## src/hdl/eitmr_pkg.sv

```systemverilog
// shared constants of the eight-bit interval timer
package eitmr_pkg;
    // register indices on the cpu-side access port
    localparam logic [1:0] IDX_CYCLE_CMP  = 2'h0;
    localparam logic [1:0] IDX_DUTY_CMP   = 2'h1;
    localparam logic [1:0] IDX_MODE       = 2'h2;
    localparam logic [1:0] IDX_PORT_DIR   = 2'h3;
    // extra read-only view of the live counter, selected by CNT_RD_I
    // reset values
    localparam logic [7:0] RST_CMP        = 8'h00;
    localparam logic [7:0] RST_MODE       = 8'h00;
    localparam logic [7:0] RST_PORT_DIR   = 8'hFF;
    // timer_mode_control fields
    localparam int         BIT_OUT_EN     = 0;
    localparam int         BIT_MODE_LO    = 2;
    localparam int         BIT_MODE_HI    = 3;
    localparam int         BIT_CKS_LO     = 4;
    localparam int         BIT_CKS_HI     = 6;
    localparam int         BIT_CNT_EN     = 7;
    localparam logic [7:0] MODE_WR_MASK   = 8'hFD;
    localparam logic [1:0] MODE_INTERVAL  = 2'h0;
    localparam logic [1:0] MODE_PWM       = 2'h2;
    // count clock selections
    localparam logic [2:0] CKS_DIV1       = 3'h0;
    localparam logic [2:0] CKS_DIV2       = 3'h1;
    localparam logic [2:0] CKS_DIV4       = 3'h2;
    localparam logic [2:0] CKS_DIV16      = 3'h3;
    localparam logic [2:0] CKS_DIV64      = 3'h4;
    localparam logic [2:0] CKS_SLOW_OSC   = 3'h5;
    localparam logic [5:0] PRE_MASK_DIV2  = 6'h01;
    localparam logic [5:0] PRE_MASK_DIV4  = 6'h03;
    localparam logic [5:0] PRE_MASK_DIV16 = 6'h0F;
    localparam logic [5:0] PRE_MASK_DIV64 = 6'h3F;
    localparam logic [5:0] PRE_RST        = 6'h00;
    typedef enum logic [2:0] {
        ST_STOP = 3'b001,
        ST_ARM  = 3'b010,
        ST_RUN  = 3'b100
    } eitmr_state_t;
endpackage : eitmr_pkg

```

## src/hdl/eitmr_count_tick.sv

```systemverilog
// count clock enable generator for the interval timer
`timescale 1ns/100ps
module eitmr_count_tick #(
    parameter int PRE_W = 6
) (
    input  wire logic       clk_i,
    input  wire logic       srst_i,
    input  wire logic [2:0] sel_i,
    input  wire logic       slow_tick_i,
    input  wire logic       slow_osc_halt_i,
    input  wire logic       standby_i,
    output logic            tick_o
);
    logic [PRE_W-1:0] pre;
    logic [PRE_W-1:0] next_pre;

    function automatic logic hit(input logic [PRE_W-1:0] p, input logic [PRE_W-1:0] m);
        hit = ((p & m) == m);
    endfunction : hit

    always_comb begin
        next_pre = PRE_W'(pre + 1'b1);
    end

    always_ff @(posedge clk_i) begin
        if (srst_i) begin
            pre <= eitmr_pkg::PRE_RST;
        end else begin
            pre <= next_pre;
        end
    end

    // system-clock derived rates stop in standby; the slow oscillator keeps going
    always_comb begin
        tick_o = 1'b0;
        unique case (sel_i)
            eitmr_pkg::CKS_DIV1:     tick_o = !standby_i;
            eitmr_pkg::CKS_DIV2:     tick_o = !standby_i && hit(pre, eitmr_pkg::PRE_MASK_DIV2);
            eitmr_pkg::CKS_DIV4:     tick_o = !standby_i && hit(pre, eitmr_pkg::PRE_MASK_DIV4);
            eitmr_pkg::CKS_DIV16:    tick_o = !standby_i && hit(pre, eitmr_pkg::PRE_MASK_DIV16);
            eitmr_pkg::CKS_DIV64:    tick_o = !standby_i && hit(pre, eitmr_pkg::PRE_MASK_DIV64);
            eitmr_pkg::CKS_SLOW_OSC: tick_o = slow_tick_i && !slow_osc_halt_i;
            default:                 tick_o = 1'b0;
        endcase
    end
endmodule : eitmr_count_tick

```

## src/hdl/eitmr_timer.sv

```systemverilog
// eight-bit interval timer with square-wave and pwm output
`timescale 1ns/100ps
//////////////////////////////////////////////////////////////////////////////
// Contract
// cycle match raises interrupt, clears counter
// interval mode ignores duty compare entirely
// output enable bit gives 50% square wave
// counting begins on count enable write
// interrupt repeats every compare+1 count clocks
// counter advances within one count clock; the code swallows the first tick and first steps on the second
// each cycle match inverts timer output
// disable forces interrupt and output inactive
// software never rewrites cycle compare while running
// running duty write waits for old match
// write colliding with match defers further
// software rewrites duty before pwm restart
// compare registers byte wide, reset zero
// mode register bit/byte writable, reset zero
// software clears direction bit for output
// direction bits reset ones, zero drives
// slow oscillator clock keeps counting in standby
// counter steps per tick, restarts at zero
// interrupt is one count-clock pulse
module eitmr_timer (
    input  wire logic       CLK_I,
    input  wire logic       SRST_I,
    input  wire logic [1:0] ADDR_I,
    input  wire logic       WR_I,
    input  wire logic [7:0] WDATA_I,
    input  wire logic       BIT_WR_I,
    input  wire logic [2:0] BIT_SEL_I,
    input  wire logic       BIT_VAL_I,
    input  wire logic       RD_I,
    input  wire logic       CNT_RD_I,
    input  wire logic       SLOW_TICK_I,
    input  wire logic       SLOW_OSC_HALT_I,
    input  wire logic       STANDBY_I,
    output logic [7:0]      RDATA_O,
    output logic            MATCH_IRQ_O,
    output logic            TIMER_OUT_O,
    output logic            SHARED_PIN_O,
    output logic            SHARED_PIN_OE_O
);
    logic [7:0]             cycle_compare;
    logic [7:0]             duty_compare;
    logic [7:0]             duty_latch;
    logic                   duty_pend;
    logic [7:0]             timer_mode_control;
    logic [7:0]             port_direction_reg;
    logic [7:0]             cnt;
    logic                   irq;
    logic                   tout;
    logic                   duty_phase;
    logic [7:0]             rdata;
    eitmr_pkg::eitmr_state_t state;

    logic [7:0]             next_cycle_compare;
    logic [7:0]             next_duty_compare;
    logic [7:0]             next_duty_latch;
    logic                   next_duty_pend;
    logic [7:0]             next_timer_mode_control;
    logic [7:0]             next_port_direction_reg;
    logic [7:0]             next_cnt;
    logic                   next_irq;
    logic                   next_tout;
    logic                   next_duty_phase;
    logic [7:0]             next_rdata;
    eitmr_pkg::eitmr_state_t next_state;

    logic                   tick;
    logic                   cnt_en;
    logic                   out_en;
    logic                   pwm;
    logic                   cyc_match;
    logic                   duty_match;
    logic                   duty_wr;

    function automatic logic [7:0] apply_wr(input logic [7:0] old, input logic byte_wr, input logic bit_wr,
                                             input logic [2:0] sel, input logic val, input logic [7:0] data);
        logic [7:0] res;
        res = old;
        if (byte_wr) begin
            res = data;
        end else if (bit_wr) begin
            res[sel] = val;
        end
        apply_wr = res;
    endfunction : apply_wr

    eitmr_count_tick #(
        .PRE_W (6)
    ) u_tick (
        .clk_i           (CLK_I),
        .srst_i          (SRST_I),
        .sel_i           (timer_mode_control[eitmr_pkg::BIT_CKS_HI:eitmr_pkg::BIT_CKS_LO]),
        .slow_tick_i     (SLOW_TICK_I),
        .slow_osc_halt_i (SLOW_OSC_HALT_I),
        .standby_i       (STANDBY_I),
        .tick_o          (tick)
    );

    assign cnt_en     = timer_mode_control[eitmr_pkg::BIT_CNT_EN];
    assign out_en     = timer_mode_control[eitmr_pkg::BIT_OUT_EN];
    assign pwm        = (timer_mode_control[eitmr_pkg::BIT_MODE_HI:eitmr_pkg::BIT_MODE_LO] == eitmr_pkg::MODE_PWM);
    assign cyc_match  = !duty_phase && (cnt == cycle_compare);
    // duty compare only exists in the pwm phase
    assign duty_match = duty_phase && pwm && (cnt == duty_compare);
    assign duty_wr    = WR_I && (ADDR_I == eitmr_pkg::IDX_DUTY_CMP);

    //////////////////////////////////////////////////////////////////////////////
    // registers seen by the cpu
    always_comb begin
        next_cycle_compare      = cycle_compare;
        next_port_direction_reg = port_direction_reg;
        next_rdata              = rdata;
        // compare registers take byte writes only
        if (WR_I && ADDR_I == eitmr_pkg::IDX_CYCLE_CMP) begin
            // a running rewrite is accepted but gives an undefined period
            next_cycle_compare = WDATA_I;
        end
        next_timer_mode_control = apply_wr(timer_mode_control, WR_I && ADDR_I == eitmr_pkg::IDX_MODE,
                                           BIT_WR_I && ADDR_I == eitmr_pkg::IDX_MODE, BIT_SEL_I, BIT_VAL_I,
                                           WDATA_I) & eitmr_pkg::MODE_WR_MASK;
        next_port_direction_reg = apply_wr(port_direction_reg, WR_I && ADDR_I == eitmr_pkg::IDX_PORT_DIR,
                                           BIT_WR_I && ADDR_I == eitmr_pkg::IDX_PORT_DIR, BIT_SEL_I,
                                           BIT_VAL_I, WDATA_I);
        if (CNT_RD_I) begin
            next_rdata = cnt;
        end else if (RD_I) begin
            unique case (ADDR_I)
                eitmr_pkg::IDX_CYCLE_CMP: next_rdata = cycle_compare;
                eitmr_pkg::IDX_DUTY_CMP:  next_rdata = duty_pend ? duty_latch : duty_compare;
                eitmr_pkg::IDX_MODE:      next_rdata = timer_mode_control;
                eitmr_pkg::IDX_PORT_DIR:  next_rdata = port_direction_reg;
            endcase
        end
    end

    always_ff @(posedge CLK_I) begin
        if (SRST_I) begin
            cycle_compare      <= eitmr_pkg::RST_CMP;
            timer_mode_control <= eitmr_pkg::RST_MODE;
            port_direction_reg <= eitmr_pkg::RST_PORT_DIR;
            rdata              <= eitmr_pkg::RST_CMP;
        end else begin
            cycle_compare      <= next_cycle_compare;
            timer_mode_control <= next_timer_mode_control;
            port_direction_reg <= next_port_direction_reg;
            rdata              <= next_rdata;
        end
    end

    //////////////////////////////////////////////////////////////////////////////
    // counter, compare, output
    always_comb begin
        next_state        = state;
        next_cnt          = cnt;
        next_irq          = irq;
        next_tout         = tout;
        next_duty_phase   = duty_phase;
        next_duty_compare = duty_compare;
        next_duty_latch   = duty_latch;
        next_duty_pend    = duty_pend;
        if (duty_wr) begin
            if (state == eitmr_pkg::ST_STOP) begin
                next_duty_compare = WDATA_I;
                next_duty_pend    = 1'b0;
            end else begin
                next_duty_latch = WDATA_I;
                next_duty_pend  = 1'b1;
            end
        end
        if (!cnt_en) begin
            // levels already low simply stay low
            next_state      = eitmr_pkg::ST_STOP;
            next_irq        = 1'b0;
            next_tout       = 1'b0;
            next_duty_phase = 1'b0;
        end else begin
            unique case (state)
                eitmr_pkg::ST_STOP: begin
                    next_state = eitmr_pkg::ST_ARM;
                    next_cnt   = 8'h00;
                end
                eitmr_pkg::ST_ARM: begin
                    // the first tick is swallowed to align with the count clock
                    if (tick) begin
                        next_state = eitmr_pkg::ST_RUN;
                    end
                end
                eitmr_pkg::ST_RUN: begin
                    if (tick) begin
                        next_irq = 1'b0;
                        if (cyc_match) begin
                            next_cnt  = 8'h00;
                            next_irq  = 1'b1;
                            next_tout = pwm ? 1'b1 : !tout;
                            if (pwm) begin
                                next_duty_phase = 1'b1;
                            end
                        end else begin
                            next_cnt = 8'(cnt + 8'h01);
                            if (duty_match) begin
                                next_tout       = 1'b0;
                                next_duty_phase = 1'b0;
                                // a colliding write keeps waiting for the next old-value match
                                if (duty_pend && !duty_wr) begin
                                    next_duty_compare = duty_latch;
                                    next_duty_pend    = 1'b0;
                                end
                            end
                        end
                    end
                end
            endcase
        end
    end

    always_ff @(posedge CLK_I) begin
        if (SRST_I) begin
            state        <= eitmr_pkg::ST_STOP;
            cnt          <= 8'h00;
            irq          <= 1'b0;
            tout         <= 1'b0;
            duty_phase   <= 1'b0;
            duty_compare <= eitmr_pkg::RST_CMP;
            duty_latch   <= eitmr_pkg::RST_CMP;
            duty_pend    <= 1'b0;
        end else begin
            state        <= next_state;
            cnt          <= next_cnt;
            irq          <= next_irq;
            tout         <= next_tout;
            duty_phase   <= next_duty_phase;
            duty_compare <= next_duty_compare;
            duty_latch   <= next_duty_latch;
            duty_pend    <= next_duty_pend;
        end
    end

    assign RDATA_O         = rdata;
    assign MATCH_IRQ_O     = irq;
    assign TIMER_OUT_O     = out_en && tout;
    assign SHARED_PIN_O    = out_en && tout;
    // pin drives only while software has selected output mode
    assign SHARED_PIN_OE_O = !port_direction_reg[0];
endmodule : eitmr_timer

```

## config.mk

```make
export PLATFORM = sky130hd
export DESIGN_NAME = eitmr_timer
export DESIGN_NICKNAME = d
export VERILOG_FILES = /design/src/hdl/eitmr_pkg.sv /design/src/hdl/eitmr_count_tick.sv /design/src/hdl/eitmr_timer.sv
export SDC_FILE = /design/constraint.sdc
export NUM_CORES = 1
export LEC_CHECK = 0
export ABC_AREA = 1
export BUFFER_PORTS_ARGS = -buffer_cell sky130_fd_sc_hd__buf_2
export CAP_MARGIN = 0
export CORE_UTILIZATION = 38
export CTS_CLUSTER_SIZE = 30
export DETAILED_ROUTE_END_ITERATION = 8
export GPL_ROUTABILITY_DRIVEN = 0
export SETUP_SLACK_MARGIN = 0.3
export SLEW_MARGIN = 20
export SYNTH_ARGS = -nofsm -noshare
export SYNTH_HDL_FRONTEND = slang
export SYNTH_HIERARCHICAL = 1
export SYNTH_SLANG_ARGS = --single-unit
```

## constraint.sdc

```tcl
create_clock -name CLK_I -period 2.25 [get_ports CLK_I]
set_input_delay 0.3375 -clock CLK_I [delete_from_list [all_inputs] [get_ports CLK_I]]
set_output_delay 0.3375 -clock CLK_I [all_outputs]
set_load 0.03 [all_outputs]
```

After elaboration in Yosys (flattened, before gate mapping) --
Index checks and enable logic that the tools add are counted.
Word-level totals: bits in read-only memories 0, memories kept 0, RAM bits 0, latch bits 0, input port bits 23, register bits after elaboration 69, output and inout bits 12
Cells by class: multipliers 0, add/sub/neg operators 2, divide/modulo/power cells 0, magnitude comparators 2, bitwise gates (word level) 2, shift operators 0, multiplexer cells 40, equal/unequal tests 20, reduce and logical (&&, ||, !) cells 38
Operators by type and width (number):
- $mux 8 | 17
- $pmux 8 s4 | 1
- $logic_and 1x1->1 | 17
- $bwmux 8 | 2
- $eq 8x8->1 | 2
- $pmux 8 s2 | 1
- $mux 1 | 15
- $reduce_bool 2->1 | 6
- $eq 3x2->1 const B | 3
- $eq 3x3->1 const B | 3
- $add 8x1->8 const B | 1
- $eq 2x2->1 const B | 4
- $add 6x1->6 const B | 1
- $eq 3x1->1 const B | 2
- $eq 6x6->1 const B | 1
- $logic_not 1->1 | 6
- $ne 2x2->1 const B | 3
- $pmux 1 s6 | 1
- $pmux 3 s2 | 1
- $reduce_and 2->1 | 3
- $reduce_and 3->1 | 2
- $eq 4x4->1 const B | 1
- $lt 3x4->1 const B | 1
- $reduce_and 4->1 | 1
- 8 further kinds | 9

Longest topological paths before layout --
Gate-level depths: netlist (run 1).
word-level depth 10, gate-level depth with buffers 17, depth with buffers taken out 16

Cells and area by module --
Netlist (run 1), hierarchy kept.
By module, submodules not included:
- eitmr_timer | area an instance 3382.0 µm², instances 1, cells an instance 526, seq. area each 1241.2 µm²
- eitmr_count_tick | area an instance 316.6 µm², instances 1, cells an instance 47, seq. area each 120.1 µm²

Worst setup path before layout (run 1) --
Ideal clock, no wire load.
path kind register to register, start point reg u_tick.pre[0], end point reg duty_compare[2], setup time 0.113 ns, data required time 2.137 ns, path slack 0.435 ns, arrival 1.702 ns, period minus slack after synthesis 1.815 ns, stages on the path, launching flop included 16, cell sequence dfxtp_1 ha_1 nand2_2 nor2_4 nand2_1 nand2_1 nand2_1 nand2_1 inv_1 nor2_4 nand2_2 nor2_2 nand3_2 buf_6 nor2_1 nor2_1
On the way: longest elaborated chain between the ends 6, elaborated cells between the ends (all ways) 11, those cells by class eq/ne (3); mux (4); reduce/logical (4)
RTL lines:
- start, declared | line eitmr_count_tick.sv:14 | logic [PRE_W-1:0] pre;
- start signal, assigned | line eitmr_count_tick.sv:27 | pre <= eitmr_pkg::PRE_RST;
- start signal, assigned | line eitmr_count_tick.sv:29 | pre <= next_pre;
- $eq 6x6->1, or another cell as far along | line eitmr_count_tick.sv:18 | hit = ((p & m) == m);
- $logic_and 1x1->1 (on tied branches) | line eitmr_count_tick.sv:41, eitmr_count_tick.sv:39, eitmr_count_tick.sv:40
- $pmux 1 s6 (*) | line eitmr_count_tick.sv:36 | unique case (sel_i)
- via tick | line eitmr_timer.sv:70 | logic tick;
- $mux 8 (*) | line eitmr_timer.sv:192 | if (tick) begin
- $mux 8 (*) | line eitmr_timer.sv:180 | unique case (state)
- $mux 8 (*) | line eitmr_timer.sv:173 | if (!cnt_en) begin
- end signal, assigned | line eitmr_timer.sv:226 | duty_compare <= eitmr_pkg::RST_CMP;
- end signal, assigned | line eitmr_timer.sv:235 | duty_compare <= next_duty_compare;
- end, declared | line eitmr_timer.sv:45 | logic [7:0] duty_compare;
Mark *: on every way through the listed nets, which the timed path passes. The rest lies on a longest branch. A chain may end at the register's enable or synchronous reset.

Worst setup path after layout (run 1) --
start point reg u_tick.pre[1], end point reg duty_compare[7]
The elaborated chain is that of the path after synthesis.

==> run metrics, run 1 <==
status complete, no violations; Psw 729 µW; DRT Pass-1 Iters 5; M2 GR Usage 35.8%; Initial Util between 30 and 40%; Ant. Diodes 0; hpwl dp 8110 µm; peak per-stage delay on the critical path 0.36 ns; initial antenna violation count 0; IO Port Bufs 34; sequential area share after synthesis 36.8%; full die area around 10000 µm²; post-synth cell types 36; PD cells about 650 nW/µm²; sequential power share 44.9%; DRC violations left 0; TritonCTS clock tree done; pre-CTS setup slack about 0.19 ns; CORE AREA 9330 µm²; Slew Limit Fails 0; worst reg2reg endpoint duty_compare[7]$_SDFF_PP0_; measured slew at the worst slew-check pin 0.840 ns; gr usage total 23.0%; Internal 2110 µW; Post-DP Area 3970 µm²; Chip Width slightly above 100 µm; TNS Setup 0 ns; share of layout cells above drive strength 1 17.3%; Final #Nets 639; Max VDD drop 0.000318 V; hold crit path type input pin to flop; max frequency between 500 and 600 MHz; Critical path origin u_tick/pre[1]$_SDFF_PP0_; Worst setup SP type flop; Clock Power Share 43.8%; minimum clock period about 1.9 ns; Yosys reg bits 68; cell taking the most area after synthesis dfxtp_1; final instance area 4360 µm²; Syn Inst Count 573; GR met3 Demand/Resource ~3.7%; Worst Setup EP duty_compare[7]$_SDFF_PP0_; Syn Area/Cell 6.45 µm²; RSZ-0062 raised after global routing true; Crit Reg-Reg Startpoint u_tick/pre[1]$_SDFF_PP0_; Fin. Hold Viols 0; top cells by area, synth dfxtp_1 37%, nand2_1 13%, a21oi_1 11%; CP arrival 2.19 ns; final worst slack 0.343 ns; Vias/cell 5.14; CP max stage cell dfxtp_2; Placed Cells 724; Comb power frac 11.2%; Final Skew around 0.0073 ns; Critical Path Most Common Cell nand2_1; Layout Cells excl Fill 748; R2R setup slack 0.34 ns; Clock Latency Late Sink 0.35 ns; Crit path buffers/inverters 1; Final ANT Viol Nets 0; Max clock buf depth 2; Ports 35; clk sinks 68; # rows 35; CTS buffer count 9; net switching fraction of the power 25.6%; FF-to-FF path depth 15; final wirelength around 11000 µm; largest net degree at the start of global routing 30; Leak 0.00194 µW; CTS root buffer clkbuf_8; Die Y 101 µm; number of global-route vias before repair 3416; most used routing layer met2; initial drt markers 301; via count 3843; first-pass GRT wire length ~18000 µm; GRT overflow 0; final setup fails 0; area share of the leading cell type in the synthesized netlist between 30 and 40%; crit end category flop; crit-path cells ha_4, nand2_4, nor2_4, nand2_1, nand2_1, nand2_1, nand2_1, inv_2, nor2_4, nand2_2, nor2_4, nand3_4, nand2_2, nand2_2, nor2_2; Cell Area, Synth 3700 µm²; WP depth 15; max cap viols 0; Critical Path Fanout Max 8; DR WL/cell 14.5 µm; synth warn 6; period utilization 84.8%; Syn Nets 598; Layout area overhead 17.8%; H-tree Lvls 3; Setup Crit Path Kind flop to flop; clock-pin slew on the worst setup and hold paths 0.08 ns; CP required 2.54 ns; Rel. slew slack 43.6%; Crit path max-delay family simple AND/OR/NAND/NOR gates; met1 GRT Util 32.7%
-- layer usage --
layer,part of all wire [%],up-vias
met4,1.5,0
met1,48,1738
met5,0,-
met2,45,134
li1,-,1960
met3,5.6,11
-- power by group through the flow --
stage / logic [µW] / clock network (µW) / registers [µW]
detailed placement: 301 / 0 / 1300
CTS: 307 / 1270 / 1270
global route: 358 / 1320 / 1280
finish: 319 / 1250 / 1280
floorplan: 197 / 0 / 1300
global placement: 300 / 0 / 1300
-- stage by stage --
| step | util [%] | hold slack, ns | total power (µW) |
|---|---|---|---|
| final | 46.7 | 0.324 | 2840 |
| after global routing | 46.7 | 0.329 | 2960 |
| after CTS | 45.8 | 0.315 | 2850 |
| after detailed placement | 42.5 | 0.462 | 1600 |
| after global placement | 42.5 | 0.454 | 1600 |
| after floorplan | - | 0.404 | 1500 |
-- cell usage after synthesis --
cell,n
nor2_1,73
nor2_4,3
o21ai_1,8
a31o_2,1
o21ai_0,39
inv_1,63
buf_2,4
o22ai_1,1
o31ai_1,1
nand2_2,2
or2_2,4
buf_4,4
nand3_1,22
ha_1,2
buf_6,1
xor2_1,2
xnor2_1,1
nand3_2,3
clkbuf_1,6
nor3_1,8
dfxtp_1,68
nor3_4,1
nor4_1,1
o21bai_1,1
nand2_1,130
nand4_1,4
o221ai_1,1
o21a_1,1
a22oi_1,11
a31oi_1,2
o21ai_2,1
nor2_2,4
o211ai_1,5
inv_2,13
a21oi_1,80
clkinv_1,2
-- area by class of cell --
type                    count  area [µm²]
flip-flops and latches     68        1370
clock inverters             6         111
well taps                 129         161
inverters                  78         295
fillers                   989        4970
repair buffers             44         245
multi-input cells         413        2040
clock buffers              10         138
-- worst min-delay path by stage --
stage	start	to	slack [ns]	depth (start not counted)
finish	WDATA_I[1]	cycle_compare[1]$_SDFFE_PP0P_	0.32	3
global route	WDATA_I[1]	cycle_compare[1]$_SDFFE_PP0P_	0.33	3
CTS	WDATA_I[1]	cycle_compare[1]$_SDFFE_PP0P_	0.32	3
detailed placement	u_tick/pre[0]$_SDFF_PP0_	u_tick/pre[0]$_SDFF_PP0_	0.46	1
global placement	u_tick/pre[0]$_SDFF_PP0_	u_tick/pre[0]$_SDFF_PP0_	0.45	1
floorplan	SRST_I	u_tick/pre[0]$_SDFF_PP0_	0.40	1
-- placed cells by master, fill, tap and decap left out, types with 2 or more instances in the layout --
| master | netlist | layout |
|---|---|---|
| nor2_1 | 73 | 69 |
| nor2_2 | 4 | 7 |
| xor2_1 | 2 | 2 |
| nor2_4 | 3 | 4 |
| or2_2 | 4 | 4 |
| inv_2 | 13 | 13 |
| nand4_1 | 4 | 4 |
| nand2_1 | 130 | 126 |
| clkinv_1 | 2 | 2 |
| o21ai_0 | 39 | 38 |
| buf_2 | 4 | 34 |
| clkbuf_8 | 0 | 10 |
| a22oi_1 | 11 | 11 |
| nand3_1 | 22 | 22 |
| nand3_4 | 0 | 2 |
| o211ai_1 | 5 | 5 |
| a31oi_1 | 2 | 2 |
| nor3_1 | 8 | 8 |
| nand3_2 | 3 | 2 |
| dfxtp_2 | 0 | 3 |
| o21ai_1 | 8 | 9 |
| nand2_2 | 2 | 5 |
| bufinv_16 | 0 | 3 |
| dfxtp_1 | 68 | 65 |
| buf_4 | 4 | 10 |
| inv_1 | 63 | 62 |
| a21oi_1 | 80 | 79 |
-- what timing repair did --
| action | CTS | global route |
|---|---|---|
| hold buffers | 0 | 0 |
| resized for setup | 7 | 15 |
| setup buffers | 1 | 6 |
| pin swaps | 10 | 8 |
| hold endpoints to repair | 0 | 0 |
| endpoints found under the setup margin | 13 | 18 |
| cloned | 1 | 0 |
-- logic make-up (layout without fill, tap and decap cells) --
family | count (synthesis) | after routing | synth area share, %
AO/OA/AOI/OAI | 152 | 152 | 22.3
XOR/XNOR | 3 | 3 | 0.711
adder cells (fa/ha/maj) | 2 | 2 | 0.676
buffers and inverters | 93 | 138 | 10.2
flip-flops | 68 | 68 | 36.8
AND/OR/NAND/NOR | 255 | 256 | 29.4
-- worst min-delay path, stage by stage --
cell and delay, ns:
buf_2 0.13, inv_1 0.09, a21oi_1 0.06
(Power assumes the default switching activity.)
==> run 2, diff against run 1 <==
--- a/config.mk
+++ b/config.mk
@@ -5,7 +5,7 @@
 export SDC_FILE = /design/constraint.sdc
 export NUM_CORES = 1
 export LEC_CHECK = 0
-export ABC_AREA = 1
+export ABC_AREA = 0
 export BUFFER_PORTS_ARGS = -buffer_cell sky130_fd_sc_hd__buf_2
 export CAP_MARGIN = 0
 export CORE_UTILIZATION = 38
==> constraint.sdc (replaced) <==
create_clock -name CLK_I -period 1.95 [get_ports CLK_I]
set_input_delay 0.2925 -clock CLK_I [delete_from_list [all_inputs] [get_ports CLK_I]]
set_output_delay 0.2925 -clock CLK_I [all_outputs]
set_load 0.03 [all_outputs]
==> run 2 against run 1 <==
Compared with the run above:
- the flow now finishes with violations (setup timing)
- area after synthesis decreased by 0.85%
- non-clock buffer count up 28
- cell area rose by 3.2%
- maximum frequency down 6.8%
- via count is 16% lower
- global-route usage fell by 1.5 points
- core utilization increased by 1.7 points
- clock skew barely moved
- total power increased by 2.1%
- sequential share of layout area down 0.95 points
==> run metrics, run 2 <==
Fin. Hold Viols 0 (unchanged); CORE AREA 9280 µm² (was 9330 µm²); Final Skew 0.00774 ns (was 0.00733 ns); hpwl dp 7360 µm (was 8110 µm); Max clock buf depth 2 (unchanged); Vias/cell 5.36 (was 5.14); CP arrival 2.28 ns (was 2.19 ns); Min Hold Slack 0.259 ns (was 0.324 ns); Leak 0.00184 µW (was 0.00194 µW); Worst Hold Depth 3 (unchanged); hold buffer count at CTS 0 (unchanged); Rel. slew slack 61.8% (was 43.6%); Final ANT Viol Nets 0 (unchanged); CTS buffer count 9 (unchanged); number of global-route vias before repair 3208 (was 3416); met3 WL 472 µm (was 605 µm); cell taking the most area after synthesis dfxtp_1 (unchanged); area taken by multi-input logic gates 2260 µm² (was 2040 µm²); peak per-stage delay on the critical path 0.36 ns (about the same); Syn Nets 442 (was 598); routed length on met1 4650 µm (was 5180 µm); Ports 35 (unchanged); Syn Area/Cell 8.79 µm² (was 6.45 µm²); hold crit path type input pin to flop (unchanged); fillers 900 (was 989); Syn Inst Count 417 (was 573); TritonCTS clock tree done (unchanged); max frequency 489 MHz (was 524 MHz); RSZ-0062 raised after global routing true (unchanged); Chip Width 100 µm (was 101 µm); share of layout cells above drive strength 1 29.1% (was 17.3%); final setup fails 17 (was 0); CTS root buffer clkbuf_8 (unchanged); FF-to-FF path depth 11 (was 15); register area 1370 µm² (about the same); # rows 35 (unchanged); initial antenna violation count 0 (unchanged); Worst Setup EP cnt[7]$_SDFFE_PP0P_ (was duty_compare[7]$_SDFF_PP0_); Worst setup SP type flop (unchanged); Async S/R FF share, synth 0% (unchanged); post-synth cell types 52 (was 36); most common cell after layout, fill and taps aside dfxtp_1 (was nand2_1); DR top layer met4 (unchanged); Yosys reg bits 68 (unchanged); DRT Pass-1 Iters 4 (was 5); clk sinks 68 (unchanged); Initial Util 39.5% (was 39.7%); DRC violations left 0 (unchanged); final worst slack -0.0960 ns (was 0.343 ns); largest net degree at the start of global routing 28 (was 30); Setup Crit Path Kind flop to flop (unchanged); ys flop type dfxtp_1 (unchanged); full die area 10000 µm² (was 10100 µm²); H-tree Lvls 3 (unchanged); CP required 2.18 ns (was 2.54 ns); worst reg2reg endpoint cnt[7]$_SDFFE_PP0P_ (was duty_compare[7]$_SDFF_PP0_); measured slew at the worst slew-check pin 0.571 ns (was 0.840 ns); PD cells 645 nW/µm² (was 652 nW/µm²); top cells by area, synth dfxtp_1 37%, mux2i_1 7.4%, nor2_1 6.8% (was dfxtp_1 37%, nand2_1 13%, a21oi_1 11%); final wirelength 10000 µm (was 10800 µm); area share of the leading cell type in the synthesized netlist 37.1% (was 36.8%); Post-synth EDFFs 0 (unchanged); Crit path max-delay family compound AO/OA/AOI/OAI gates (was simple AND/OR/NAND/NOR gates); Synth top cells by count 68 x dfxtp_1, 66 x nor2_1, 27 x mux2i_1, 27 x nand2_1, 22 x o21ai_0 (was 130 x nand2_1, 80 x a21oi_1, 73 x nor2_1); WP depth 11 (was 15); sequential area share after synthesis 37.1% (was 36.8%); Crit Reg-Reg Startpoint u_tick/pre[0]$_SDFF_PP0_ (was u_tick/pre[1]$_SDFF_PP0_); first-pass GRT wire length 16500 µm (was 17700 µm); Post-DP Area 4180 µm² (was 3970 µm²); Layout area overhead 22.6% (was 17.8%); via count 3233 (was 3843); cell with the most instances after synthesis dfxtp_1 (was nand2_1); Max VDD drop 0.000289 V (was 0.000318 V); crit end category flop (unchanged); Cell Area, Synth 3670 µm² (was 3700 µm²); initial drt markers 182 (was 301); R2R setup slack -0.1 ns (was 0.34 ns); crit-path cells ha_4, inv_2, o22ai_2, a2bb2oi_1, o21ai_1, buf_4, nand3b_1, a211oi_2, and3_1, xnor2_1, nor2_1 (was ha_4, nand2_4, nor2_4, nand2_1, nand2_1, nand2_1, nand2_1, inv_2, nor2_4, nand2_2, nor2_4, nand3_4, nand2_2, nand2_2, nor2_2); WL met2 4690 µm (was 4880 µm); final instance area 4500 µm² (was 4360 µm²); IO Port Bufs 34 (unchanged); Die Y 100 µm (was 101 µm); most frequent cells in the layout 64 x dfxtp_1, 58 x nor2_1, 34 x buf_2 (was 126 x nand2_1, 79 x a21oi_1, 69 x nor2_1); Critical Path Fanout Max 3 (was 8); failing checks setup timing; period utilization 105% (was 84.8%); GRT overflow 0 (unchanged); gr usage total 21.4% (was 23.0%); Critical path origin u_tick/pre[0]$_SDFF_PP0_ (was u_tick/pre[1]$_SDFF_PP0_); Crit path buffers/inverters 2 (was 1); status complete, but fails checks (was complete, no violations); Final #Nets 495 (was 639); Ant. Diodes 0 (unchanged); minimum clock period 2.05 ns (was 1.91 ns); DR WL/cell 16.6 µm (was 14.5 µm); synth warn 6 (unchanged); clock-pin slew on the worst setup and hold paths 0.07 ns (was 0.08 ns); max cap viols 0 (unchanged); CP max stage cell dfxtp_2 (unchanged); TNS Setup -1.11 ns (was 0 ns); Clock Latency Late Sink 0.34 ns (was 0.35 ns); Slew Limit Fails 0 (unchanged)
==> run 2: worst min path at each step <==
stage | slack (ns) | startpoint | end
after detailed placement | 0.44 | u_tick/pre[0]$_SDFF_PP0_ | u_tick/pre[0]$_SDFF_PP0_
after global routing | 0.25 | WDATA_I[1] | port_direction_reg[1]$_SDFFE_PP1P_
after global placement | 0.43 | u_tick/pre[0]$_SDFF_PP0_ | u_tick/pre[0]$_SDFF_PP0_
after floorplan | 0.35 | SRST_I | u_tick/pre[0]$_SDFF_PP0_
after CTS | 0.24 | WDATA_I[1] | port_direction_reg[1]$_SDFFE_PP1P_
final | 0.26 | WDATA_I[1] | port_direction_reg[1]$_SDFFE_PP1P_
==> run 2: worst register-to-register path: stages, from the launching register on <==
cell	delay, ns
dfxtp_2	0.36
ha_4	0.15
inv_2	0.03
o22ai_2	0.13
a2bb2oi_1	0.08
o21ai_1	0.21
buf_4	0.16
nand3b_1	0.15
a211oi_2	0.28
and3_1	0.21
xnor2_1	0.12
nor2_1	0.06
==> run 2: layout make-up <==
class	instances	area share [%]
multi-input cells	309	50.3
flip-flops and latches	68	30.4
repair buffers	72	11.1
well taps	129	3.59
clock buffers	13	3.53
inverters	10	0.835
clock inverters	2	0.223
==> run 2: metrics by stage <==
step / total power (µW) / utilization [%] / worst slack (ns) / cells
finish: 2900 / 48.4 / -0.0960 / 603
global route: 3040 / 48.4 / -0.185 / 603
CTS: 2920 / 47.5 / -0.0673 / 601
detailed placement: 1890 / 45.0 / -0.0876 / 585
global placement: 1880 / 45.0 / -0.0562 / 585
floorplan: 1740 / - / -0.0456 / 417
==> run 2: kinds of logic after synthesis <==
| group | Yosys count | share of synthesized area (%) |
|---|---|---|
| AOI/OAI and AO/OA | 85 | 15.9 |
| xor gates and xnor gates | 27 | 6.45 |
| adders and majority gates | 2 | 0.682 |
| buffers and inverters | 40 | 4.88 |
| DFF | 68 | 37.1 |
| muxes | 42 | 14.1 |
| and+or+nand+nor | 153 | 20.9 |
==> run 2: what timing repair did <==
action | in CTS | in global routing
gates cloned | 0 | 1
pin swaps | 13 | 13
gates resized for setup | 17 | 16
buffers inserted | 1 | 1
endpoints found under the setup margin | 25 | 25
==> run 2: routing by layer <==
layer	up-vias	global-route usage [%]
met2	79	35.4
met1	1551	27.7
li1	1587	-
met3	16	4.46
met5	-	0
met4	0	7.92
==> run 2: power by group <==
part	internal [µW]	switching, µW	total, µW	leakage, µW
clock	521	507	1030	0.0000893
sequential	1430	37.6	1470	0.000554
combinational	169	234	403	0.00120
